[config.mk]
export PLATFORM = sky130hd
export DESIGN_NAME = isd_regs
export DESIGN_NICKNAME = d
export VERILOG_FILES = /design/src/hw/isd_pkg.sv /design/src/hw/isd_regs.sv
export SDC_FILE = /design/constraint.sdc
export NUM_CORES = 1
export LEC_CHECK = 0
export ABC_AREA = 1
export BUFFER_PORTS_ARGS = -buffer_cell sky130_fd_sc_hd__buf_2
export CAP_MARGIN = 20
export CORE_ASPECT_RATIO = 1.75
export CORE_MARGIN = 4
export CORE_UTILIZATION = 52
export CTS_BUF_LIST = sky130_fd_sc_hd__clkbuf_16
export CTS_CLUSTER_DIAMETER = 100
export DETAILED_ROUTE_END_ITERATION = 8
export PLACE_DENSITY = 0.75
export SYNTH_ARGS = -nofsm -noshare
export SYNTH_HDL_FRONTEND = slang
export SYNTH_SLANG_ARGS = --single-unit
[constraint.sdc]
create_clock -name pclk -period 5.6 [get_ports pclk]
set_input_delay 0.28 -clock pclk [delete_from_list [all_inputs] [get_ports pclk]]
set_output_delay 0.28 -clock pclk [all_outputs]
set_load 0.02 [all_outputs]
[src/hw/isd_pkg.sv]
/*
 * isd_pkg: constants and types for the interrupt status and remote DMA
 * register slice.
 * Assumes: 32-bit APB slave with one aligned word per register. The byte
 * address of each register is four times its index.
 */
package isd_pkg;

    ////////////////////////////////////////////////////////////////////////
    // register indices, byte address = index * 4
    localparam int unsigned ISD_ADDR_W      = 8;
    localparam logic [5:0]  ISD_IDX_CMD     = 6'h00;
    localparam logic [5:0]  ISD_IDX_STATUS  = 6'h07;
    localparam logic [5:0]  ISD_IDX_ADDR_LO = 6'h08;
    localparam logic [5:0]  ISD_IDX_ADDR_HI = 6'h09;
    localparam logic [5:0]  ISD_IDX_LEN_LO  = 6'h0a;
    localparam logic [5:0]  ISD_IDX_LEN_HI  = 6'h0b;
    localparam logic [5:0]  ISD_IDX_TALLY   = 6'h0e;
    localparam logic [5:0]  ISD_IDX_MASK    = 6'h0f;

    ////////////////////////////////////////////////////////////////////////
    // interrupt status bit positions
    localparam int unsigned ISD_BIT_RST  = 7;
    localparam int unsigned ISD_BIT_DMA  = 6;
    localparam int unsigned ISD_BIT_OFL  = 5;
    localparam int unsigned ISD_BIT_RING = 4;
    localparam int unsigned ISD_BIT_TERR = 3;
    localparam int unsigned ISD_BIT_RERR = 2;
    localparam int unsigned ISD_BIT_TOK  = 1;
    localparam int unsigned ISD_BIT_ROK  = 0;

    // command register fields
    localparam int unsigned ISD_CMD_START = 1;
    localparam int unsigned ISD_CMD_RD_LO = 3;
    localparam int unsigned ISD_CMD_ABORT = 5;

    ////////////////////////////////////////////////////////////////////////
    // reset values and the crc tally saturation limit
    localparam logic [7:0]  ISD_STATUS_RST = 8'h80;
    localparam logic [7:0]  ISD_MASK_RST   = 8'h00;
    localparam logic [7:0]  ISD_TALLY_RST  = 8'h00;
    localparam logic [15:0] ISD_WORD_RST   = 16'h0000;
    localparam logic [7:0]  ISD_TALLY_MAX  = 8'hff;

    ////////////////////////////////////////////////////////////////////////
    // events from the MAC, receive ring and DMA engine, one-cycle pulses
    typedef struct packed {
        logic tx_ok;
        logic tx_excess_col;
        logic tx_oversize;
        logic tx_late_col;
        logic rx_ok;
        logic rx_crc_err;
        logic rx_align_err;
        logic rx_missed;
        logic rx_addr_match;
        logic ring_full;
        logic wake;
        logic dma_xfer;
        logic tally_msb;
        logic soft_reset;
    } isd_evt_t;

    typedef enum logic {
        ISD_DMA_IDLE,
        ISD_DMA_RUN
    } isd_dma_state_t;

endpackage : isd_pkg

[src/hw/isd_regs.sv]
/*
 * isd_regs: interrupt status, remote DMA setup and current address
 * registers of an Ethernet controller host interface, as an APB slave.
 * Assumes: event inputs come from logic on pclk as one-cycle pulses; the
 * DMA engine pulses dma_xfer once per byte moved while dma_busy is high.
 */
// Operation
// - reset-status flag set on reset or wake; status reads 80h after reset
// - start command clears the reset-status flag
// - host writes to the status register never change the reset-status flag
// - remote-DMA-complete flag set when remote DMA finishes
// - counter-overflow flag set when a tally counter MSB becomes set while no MSB was set before
// - overwrite flag set when receive ring storage runs out
// - transmit-error flag on excess collisions, oversize or late collision
// - receive-error flag on CRC error, alignment error or missed frame
// - transmit-done flag when a frame is sent cleanly
// - receive-done flag when a frame is received cleanly
// - writing one clears that event flag, writing zero leaves it
// - start address loaded as low byte and high byte, in either order
// - byte count loaded as low byte and high byte
// - current DMA address readable as two bytes, reset 00h
// - offsets 08h/09h read current address, write start address
// - start bit stays set until hardware or software reset
// - CRC tally counts address-matched frames with CRC error
`timescale 1ns/1ps
module isd_regs
    import isd_pkg::*;
(
    input  wire logic                  pclk,
    input  wire logic                  presetn,
    input  wire logic                  psel,
    input  wire logic                  penable,
    input  wire logic                  pwrite,
    input  wire logic [ISD_ADDR_W-1:0] paddr,
    input  wire logic [31:0]           pwdata,
    input  wire logic [3:0]            pstrb,
    output logic      [31:0]           prdata,
    output logic                       pready,
    output logic                       pslverr,
    input  wire isd_evt_t              evt,
    output logic                       irq,
    output logic                       start_bit,
    output logic                       dma_busy,
    output logic      [15:0]           dma_addr
);

    ////////////////////////////////////////////////////////////////////////
    // apb slave: one wait state, answer on the second access cycle
    logic [31:0]    prdata_reg, prdata_next;
    logic           pready_reg, pready_next;
    logic           pslverr_reg, pslverr_next;
    logic [5:0]     idx;
    logic           mapped;
    logic           wr_fire;
    logic           rd_fire;

    logic [7:0]     status_reg, status_next;
    logic [7:0]     mask_reg, mask_next;
    logic           irq_reg, irq_next;
    logic [7:0]     tally_reg, tally_next;
    logic           msb_prev_reg, msb_prev_next;
    logic           start_reg, start_next;
    logic [15:0]    saddr_reg, saddr_next;
    logic [15:0]    count_reg, count_next;
    logic [15:0]    curr_reg, curr_next;
    logic [15:0]    remain_reg, remain_next;
    logic           busy_reg, busy_next;
    isd_dma_state_t state_reg, state_next;
    logic           dma_done;
    logic [7:0]     ev_set;
    logic [7:0]     ev_clr;
    logic           msb_any;

    assign idx     = paddr[7:2];
    assign wr_fire = psel & penable & pready_reg & pwrite & pstrb[0];
    assign rd_fire = psel & penable & pready_reg & ~pwrite;

    always_comb begin
        case (idx)
            ISD_IDX_CMD, ISD_IDX_STATUS, ISD_IDX_ADDR_LO, ISD_IDX_ADDR_HI,
            ISD_IDX_LEN_LO, ISD_IDX_LEN_HI, ISD_IDX_TALLY,
            ISD_IDX_MASK: mapped = 1'b1;
            default:      mapped = 1'b0;
        endcase
    end

    always_comb begin
        pready_next  = psel & penable & ~pready_reg;
        pslverr_next = pready_next & ~mapped;
        prdata_next  = prdata_reg;
        if (pready_next && !pwrite) begin
            case (idx)
                ISD_IDX_CMD:     prdata_next = {30'h0, start_reg, 1'b0};
                ISD_IDX_STATUS:  prdata_next = {24'h0, status_reg};
                ISD_IDX_ADDR_LO:
                    prdata_next = {24'h0, curr_reg[7:0]};
                ISD_IDX_ADDR_HI:
                    prdata_next = {24'h0, curr_reg[15:8]};
                ISD_IDX_TALLY:   prdata_next = {24'h0, tally_reg};
                ISD_IDX_MASK:    prdata_next = {24'h0, mask_reg};
                default:         prdata_next = 32'h0;
            endcase
        end
    end

    always_ff @(posedge pclk or negedge presetn) begin
        if (!presetn) begin
            prdata_reg  <= 32'h0;
            pready_reg  <= 1'b0;
            pslverr_reg <= 1'b0;
        end else begin
            prdata_reg  <= prdata_next;
            pready_reg  <= pready_next;
            pslverr_reg <= pslverr_next;
        end
    end

    ////////////////////////////////////////////////////////////////////////
    // command, setup registers and remote dma sequencing
    logic cmd_wr;
    logic dma_go;
    logic dma_abort;

    // any non-zero mode field starts unless the abort bit is set; direction is the engine's concern
    assign cmd_wr    = wr_fire & (idx == ISD_IDX_CMD);
    assign dma_abort = cmd_wr & pwdata[ISD_CMD_ABORT];
    assign dma_go    = cmd_wr & ~pwdata[ISD_CMD_ABORT]
                     & (pwdata[ISD_CMD_ABORT-1:ISD_CMD_RD_LO] != 2'b00);

    always_comb begin
        start_next  = start_reg;
        saddr_next  = saddr_reg;
        count_next  = count_reg;
        curr_next   = curr_reg;
        remain_next = remain_reg;
        state_next  = state_reg;
        dma_done    = 1'b0;
        if (cmd_wr && pwdata[ISD_CMD_START]) begin
            start_next = 1'b1;
        end
        if (wr_fire) begin
            case (idx)
                ISD_IDX_ADDR_LO:
                    saddr_next[7:0] = pwdata[7:0];
                ISD_IDX_ADDR_HI: saddr_next[15:8] = pwdata[7:0];
                ISD_IDX_LEN_LO:  count_next[7:0]  = pwdata[7:0];
                ISD_IDX_LEN_HI:  count_next[15:8] = pwdata[7:0];
                default:         ;
            endcase
        end
        case (state_reg)
            ISD_DMA_IDLE: begin
                // an abort while idle still reports completion
                if (dma_abort) begin
                    dma_done = 1'b1;
                end else if (dma_go) begin
                    curr_next   = saddr_reg;
                    remain_next = count_reg;
                    if (count_reg == ISD_WORD_RST) begin
                        dma_done = 1'b1;
                    end else begin
                        state_next = ISD_DMA_RUN;
                    end
                end
            end
            ISD_DMA_RUN: begin
                if (dma_abort) begin
                    dma_done   = 1'b1;
                    state_next = ISD_DMA_IDLE;
                end else if (evt.dma_xfer) begin
                    curr_next   = curr_reg + 16'h0001;
                    remain_next = remain_reg - 16'h0001;
                    if (remain_reg == 16'h0001) begin
                        dma_done   = 1'b1;
                        state_next = ISD_DMA_IDLE;
                    end
                end
            end
            default: state_next = ISD_DMA_IDLE;
        endcase
        if (evt.soft_reset) begin
            start_next = 1'b0;
            state_next = ISD_DMA_IDLE;
        end
        busy_next = (state_next == ISD_DMA_RUN);
    end

    always_ff @(posedge pclk or negedge presetn) begin
        if (!presetn) begin
            start_reg  <= 1'b0;
            saddr_reg  <= ISD_WORD_RST;
            count_reg  <= ISD_WORD_RST;
            curr_reg   <= ISD_WORD_RST;
            remain_reg <= ISD_WORD_RST;
            state_reg  <= ISD_DMA_IDLE;
            busy_reg   <= 1'b0;
        end else begin
            start_reg  <= start_next;
            saddr_reg  <= saddr_next;
            count_reg  <= count_next;
            curr_reg   <= curr_next;
            remain_reg <= remain_next;
            state_reg  <= state_next;
            busy_reg   <= busy_next;
        end
    end

    ////////////////////////////////////////////////////////////////////////
    // event flags, crc tally, mask and interrupt line
    assign msb_any = tally_reg[7] | evt.tally_msb;

    always_comb begin
        ev_set = 8'h00;
        ev_set[ISD_BIT_RST] = evt.wake | evt.soft_reset;
        ev_set[ISD_BIT_DMA]  = dma_done;
        ev_set[ISD_BIT_OFL]  = msb_any & ~msb_prev_reg;
        ev_set[ISD_BIT_RING] = evt.ring_full;
        ev_set[ISD_BIT_TERR] = evt.tx_excess_col | evt.tx_oversize
                             | evt.tx_late_col;
        ev_set[ISD_BIT_RERR] = evt.rx_crc_err | evt.rx_align_err
                             | evt.rx_missed;
        ev_set[ISD_BIT_TOK]  = evt.tx_ok;
        ev_set[ISD_BIT_ROK]  = evt.rx_ok;
        ev_clr = 8'h00;
        if (wr_fire && idx == ISD_IDX_STATUS) begin
            ev_clr[6:0] = pwdata[6:0];
        end
        ev_clr[ISD_BIT_RST] = cmd_wr & pwdata[ISD_CMD_START];
        // a set in the same cycle as its clear wins
        status_next   = (status_reg & ~ev_clr) | ev_set;
        msb_prev_next = msb_any;
        tally_next    = tally_reg;
        if (rd_fire && idx == ISD_IDX_TALLY) begin
            // frames counted after the read value was captured are kept
            tally_next = tally_reg - prdata_reg[7:0];
        end
        if (evt.rx_crc_err && evt.rx_addr_match
            && tally_next != ISD_TALLY_MAX) begin
            tally_next = tally_next + 8'h01;
        end
        mask_next = mask_reg;
        if (wr_fire && idx == ISD_IDX_MASK) begin
            mask_next = pwdata[7:0];
        end
        irq_next = |(status_next & mask_next);
    end

    always_ff @(posedge pclk or negedge presetn) begin
        if (!presetn) begin
            status_reg   <= ISD_STATUS_RST;
            mask_reg     <= ISD_MASK_RST;
            tally_reg    <= ISD_TALLY_RST;
            msb_prev_reg <= 1'b0;
            irq_reg      <= 1'b0;
        end else begin
            status_reg   <= status_next;
            mask_reg     <= mask_next;
            tally_reg    <= tally_next;
            msb_prev_reg <= msb_prev_next;
            irq_reg      <= irq_next;
        end
    end

    assign prdata    = prdata_reg;
    assign pready    = pready_reg;
    assign pslverr   = pslverr_reg;
    assign irq       = irq_reg;
    assign start_bit = start_reg;
    assign dma_busy  = busy_reg;
    assign dma_addr  = curr_reg;

    logic st_wr;
    assign st_wr = wr_fire & (idx == ISD_IDX_STATUS);
endmodule : isd_regs

# == Word level (Yosys, flattened, before mapping) ==
# Memories as Yosys holds them, arrays and structs flattened.
# Index checks and enable logic that the tools add are counted.
# word_totals
reg_bits,126
romBits,16
input_bits,63
output_inout_bits,53
wordCells,115
memories,1
# op_classes
addsub,4
eq_ne,13
muxes,33
bitwise_logic,29
reduce_logical,19
# memory_table
memory,words,word_bits,rd,rd_clocked_by_memory_dff,wr,line,rtl
(no name shown),16,1,1,0,0,isd_regs.sv:79,case (idx)
# ops
op,n
$mux 16,8
$pmux 16 s2,2
$pmux 8 s6,1
$eq 6x4->1 const B,6
$mux 8,3
$add 16x1->16 const B,1
$and 8x8->8,2
$eq 16x1->1 const B,1
$logic_not 16->1,1
$mux 1,16
$sub 16x1->16 const B,1
$and 1x1->1,13
$add 8x1->8 const B,1
$ne 2x2->1 const B,4
$ne 8x8->1 const B,1
$not 8->8,1
$or 8x8->8,1
$reduce_and 2->1,4
$reduce_or 8->1,1
$sub 8x8->8,1
$logic_and 1x1->1,7
$mux 7,1
$eq 6x3->1 const B,1
$logic_not 6->1,1
7 further kinds,19

# == Depth between registers and ports, before layout ==
# logic_depth
depth_word,13
depth_mapped,18
ltp_nobuf,18

# == Worst setup path after synthesis ==
# No wires, ideal clock.
# synth_path
path_type,register to register
start,"register prdata_reg[0], in the netlist prdata[0]"
end,register tally_reg[2]
setup_ps,116
t_arrival_ps,2077
t_required_ps,5484
slack_ps,3406
path_stages_with_launch,14
n_path_buf,0
synth_period_minus_slack_ps,2194
path_cell_list,dfrtp_1 -> ha_1 -> inv_1 -> fa_1 -> nand2_1 -> nand2_1 -> ha_1 -> nand3_1 -> nor2_4 -> nand3_2 -> nand2_4 -> inv_4 -> nand2_1 -> nand2_1
# synth_between
elab_chain_cells,5
word_cells_on_any_way,6
cone_classes,2 x add/sub; 1 x eq/ne; 2 x mux; 1 x reduce/logical
# synth_rtl
item,line,rtl
"start, declared",isd_regs.sv:49,"logic [31:0] prdata_reg, prdata_next;"
"start signal, assigned",isd_regs.sv:112,prdata_reg <= prdata_next;
$sub 8x8->8 (*),isd_regs.sv:235,tally_next = tally_reg - prdata_reg[7:0];
$mux 8 (*),isd_regs.sv:233,if (rd_fire && idx == ISD_IDX_TALLY) begin
"parallel branches: the longest is 2 deep, another holds $add 8x1->8",-,
$mux 8 (*),isd_regs.sv:237,if (evt.rx_crc_err && evt.rx_addr_match
net tally_next[2],isd_regs.sv:60,"logic [7:0] tally_reg, tally_next;"
"end signal, assigned",isd_regs.sv:258,tally_reg <= tally_next;
"end, declared",isd_regs.sv:60,
# Mark *: on every way through the listed nets, which the timed path passes.
# A chain may end at the register's enable or synchronous reset.

# == Worst setup path after layout ==
# layout_path
start,register state_reg
end,"register curr_reg[14], in the netlist dma_addr[14]"
# layout_between
elab_chain_cells,3
word_cells_on_any_way,7
cone_classes,4 x eq/ne; 1 x mux; 1 x bitwise; 1 x reduce/logical
# layout_rtl
item,line,rtl
"start, declared",isd_regs.sv:68,"isd_dma_state_t state_reg, state_next;"
"start signal, assigned",isd_regs.sv:203,state_reg <= state_next;
$not 1->1,-,
$ne 2x2->1 (no line),-,
$reduce_and 4->1 (no line),-,
"end signal, assigned",isd_regs.sv:201,curr_reg <= curr_next;
"end, declared",isd_regs.sv:65,"logic [15:0] curr_reg, curr_next;"
# Parallel ways exist; a longest one is shown, timed or not.

==> metrics.txt <==
post-synthesis xor/xnor area fraction=under 10%; synth-to-layout area growth=10.7%; Crit. End Element=flop; Via density=~5.4; WP data arrival=2.93 ns; last weighted congestion value of the routability-driven placer=0.905; sequential share of the synthesized area=41.6%; Synth Register Bits=102; CP Max Fanout=46; fin crit share=47.5%; cells after synthesis=between 800 and 900; largest net degree at the start of global routing=67; hold crit path type=in2reg; most frequent cell after synthesis=nand2_1; adder-cell area share of the yosys netlist=2.57%; mapped cell area=0.00614 mm²; Leak Pwr=3.43 nW; gr ovfl total=0; Global Route Usage Sum=24.5%; Resized Gates After CTS=0; Power Density=approximately 290 mW/mm²; crit path kind=reg2reg; antenna viol nets, final=0; outcome=completed; total power=1.95 mW; crit path time final=around 2.7 ns; # diodes=0; Reg clk slew, reported paths=around 0.070 ns; RSZ-0062 raised after global routing=false; Placed Cells=999; first-pass GRT wire length=roughly 26,000 µm; Post-DP Area=0.00646 mm²; H-tree depth=3; design area=0.00680 mm²; Final Util=58.7%; peak supply drop=0.170 mV; Post-synth top cells=nand2_1 (264), dfrtp_1 (101), o21ai_0 (93); Ports=~120; CTS sink cnt=102; fin cells=1,016; drt drc=0; Initial Util=53.0%; initial antenna violation count=0; Core Footprint=0.0116 mm²; largest family of logic cells by synthesized area=simple AND/OR/NAND/NOR gates; Avg Inst Size Synth=7.51 µm²; Post-synth top flop=dfrtp_1; Synth Area in Compound Gates=14.3%; die height=152 µm; mux cell area share after synthesis=0%; detailed-router iteration count before antenna repair=5; fin. max-slew vios=0; Post-synth EDFFs=0; die width=approximately 90 µm; via count=between 5,000 and 6,000; fmax=about 380 MHz; CTS max path bufs=2; share of cells above drive strength 1=14.0%; headroom to the max-slew limit=44.0%; Final #Nets=between 900 and 1,000; Yosys warning count=0; Site Rows=52; final hold violation count=0; share of the synthesized area in the top cell type=41.1%; Post-Synth Simple-Gate Area=29.3%; DRT iter0 DRCs=362; setup bufs post-CTS=0; Hold Buf Count CTS=1; synth unique cells=44; CTS Buf Count=9; DR WL/cell=16.2 µm; Layout Skew=0.00812 ns; total routed wirelength=16,400 µm; area leader, netlist=dfrtp_1; vias in the first global route=~5,200; Root Driver=clkbuf_16; Final setup viols=0; Die Area=between 0.01 and 0.015 mm²; MaxCap Viol Count=0; Worst-Skew Late Latency=0.35 ns; startpoint types=flop; post-DP HPWL=12,400 µm; Post-Route Setup TNS=0 ns; Slew @ Worst Pin=0.840 ns; CP Data Required Time=5.87 ns; ys async rst share=100%; largest cells by area after synthesis=dfrtp_1 (41%), nand2_1 (16%), o21ai_0 (7.6%), inv_1 (5.0%), buf_4 (3.1%); port bufs=62; CTS tree=done
-- final cells by class --
type	count	area (µm²)
fillers	1102	4780
multi-input cells	609	3070
flip-flops and latches	102	2550
repair buffers	66	345
inverters	88	333
clock buffers	9	225
well taps	135	169
clock inverters	7	105
-- per-layer routing --
layer	wire [µm]	global-route usage [%]
met3	827	4.35
met1	6110	26.5
met2	8530	44.4
met4	980	15.3
met5	0	0
-- critical path, cell delays in order, from the launching register on --
cell and delay, ns:
dfrtp_1 0.32, buf_4 0.31, inv_2 0.38, o21ai_1 0.29, o21ai_2 0.07, buf_4 0.24, inv_2 0.54, o21ai_0 0.17
o21ai_0 0.20
-- kinds of logic (layout without fill, tap and decap cells) --
| group | count (synthesis) | in the layout |
|---|---|---|
| AOI/OAI and AO/OA | 153 | 153 |
| xor gates and xnor gates | 17 | 17 |
| adders and majority gates | 12 | 12 |
| buffers and inverters | 130 | 170 |
| DFF | 102 | 102 |
| other | 1 | 24 |
| and+or+nand+nor | 403 | 403 |
-- final timing paths --
kind,cells past startpoint,slack (ns),start,endpoint
max in group asynchronous,3,3.96,presetn,tally_reg[3]
min in group asynchronous,2,0.42,presetn,remain_reg[13]
worst min-delay path,2,0.12,evt[0],start_bit
worst max register to register,8,2.94,state_reg,dma_addr[14]
worst min register to register,1,0.46,msb_prev_reg,status_reg[5]
worst max-delay path,8,2.94,state_reg,dma_addr[14]
-- where the power goes --
group,internal (mW),switching [mW],total [mW]
registers,0.777,0.0432,0.820
logic,0.146,0.294,0.440
clock network,0.398,0.295,0.693
-- layout by cell type, fill, tap and decap left out, types with 2 or more instances in the layout --
cell type and n:
nor4_1 6, nor2_2 2, nand2_4 3, nor2_1 49, o21ai_0 93, nand3_1 24, o21ai_2 10, o31ai_1 8
nor3_1 14, o21ai_1 8, ha_1 11, a21oi_1 17, xnor2_1 2, nand3b_1 6, buf_2 61, o2111ai_1 3
o21a_1 5, inv_2 5, nor2_4 8, nand3_2 3, nand2_1 264, xor2_1 15, buf_4 4, o22ai_1 2
nand4_1 16, clkinv_4 2, clkbuf_16 9, nand2_2 4, conb_1 24, inv_1 82, o211ai_1 3, bufinv_16 2
dfrtp_1 101
-- stage by stage --
| stage | setup slack, ns | hold WS (ns) |
|---|---|---|
| 2_1_floorplan | 3.41 | -0.0156 |
| 3_3_place_gp | 2.99 | 0.266 |
| 3_5_place_dp | 2.99 | 0.264 |
| 4_1_cts | 2.97 | 0.112 |
| 5_1_grt | 2.68 | 0.120 |
| 6_report | 2.94 | 0.121 |
Note: power is estimated with default switching activity, not from simulation.
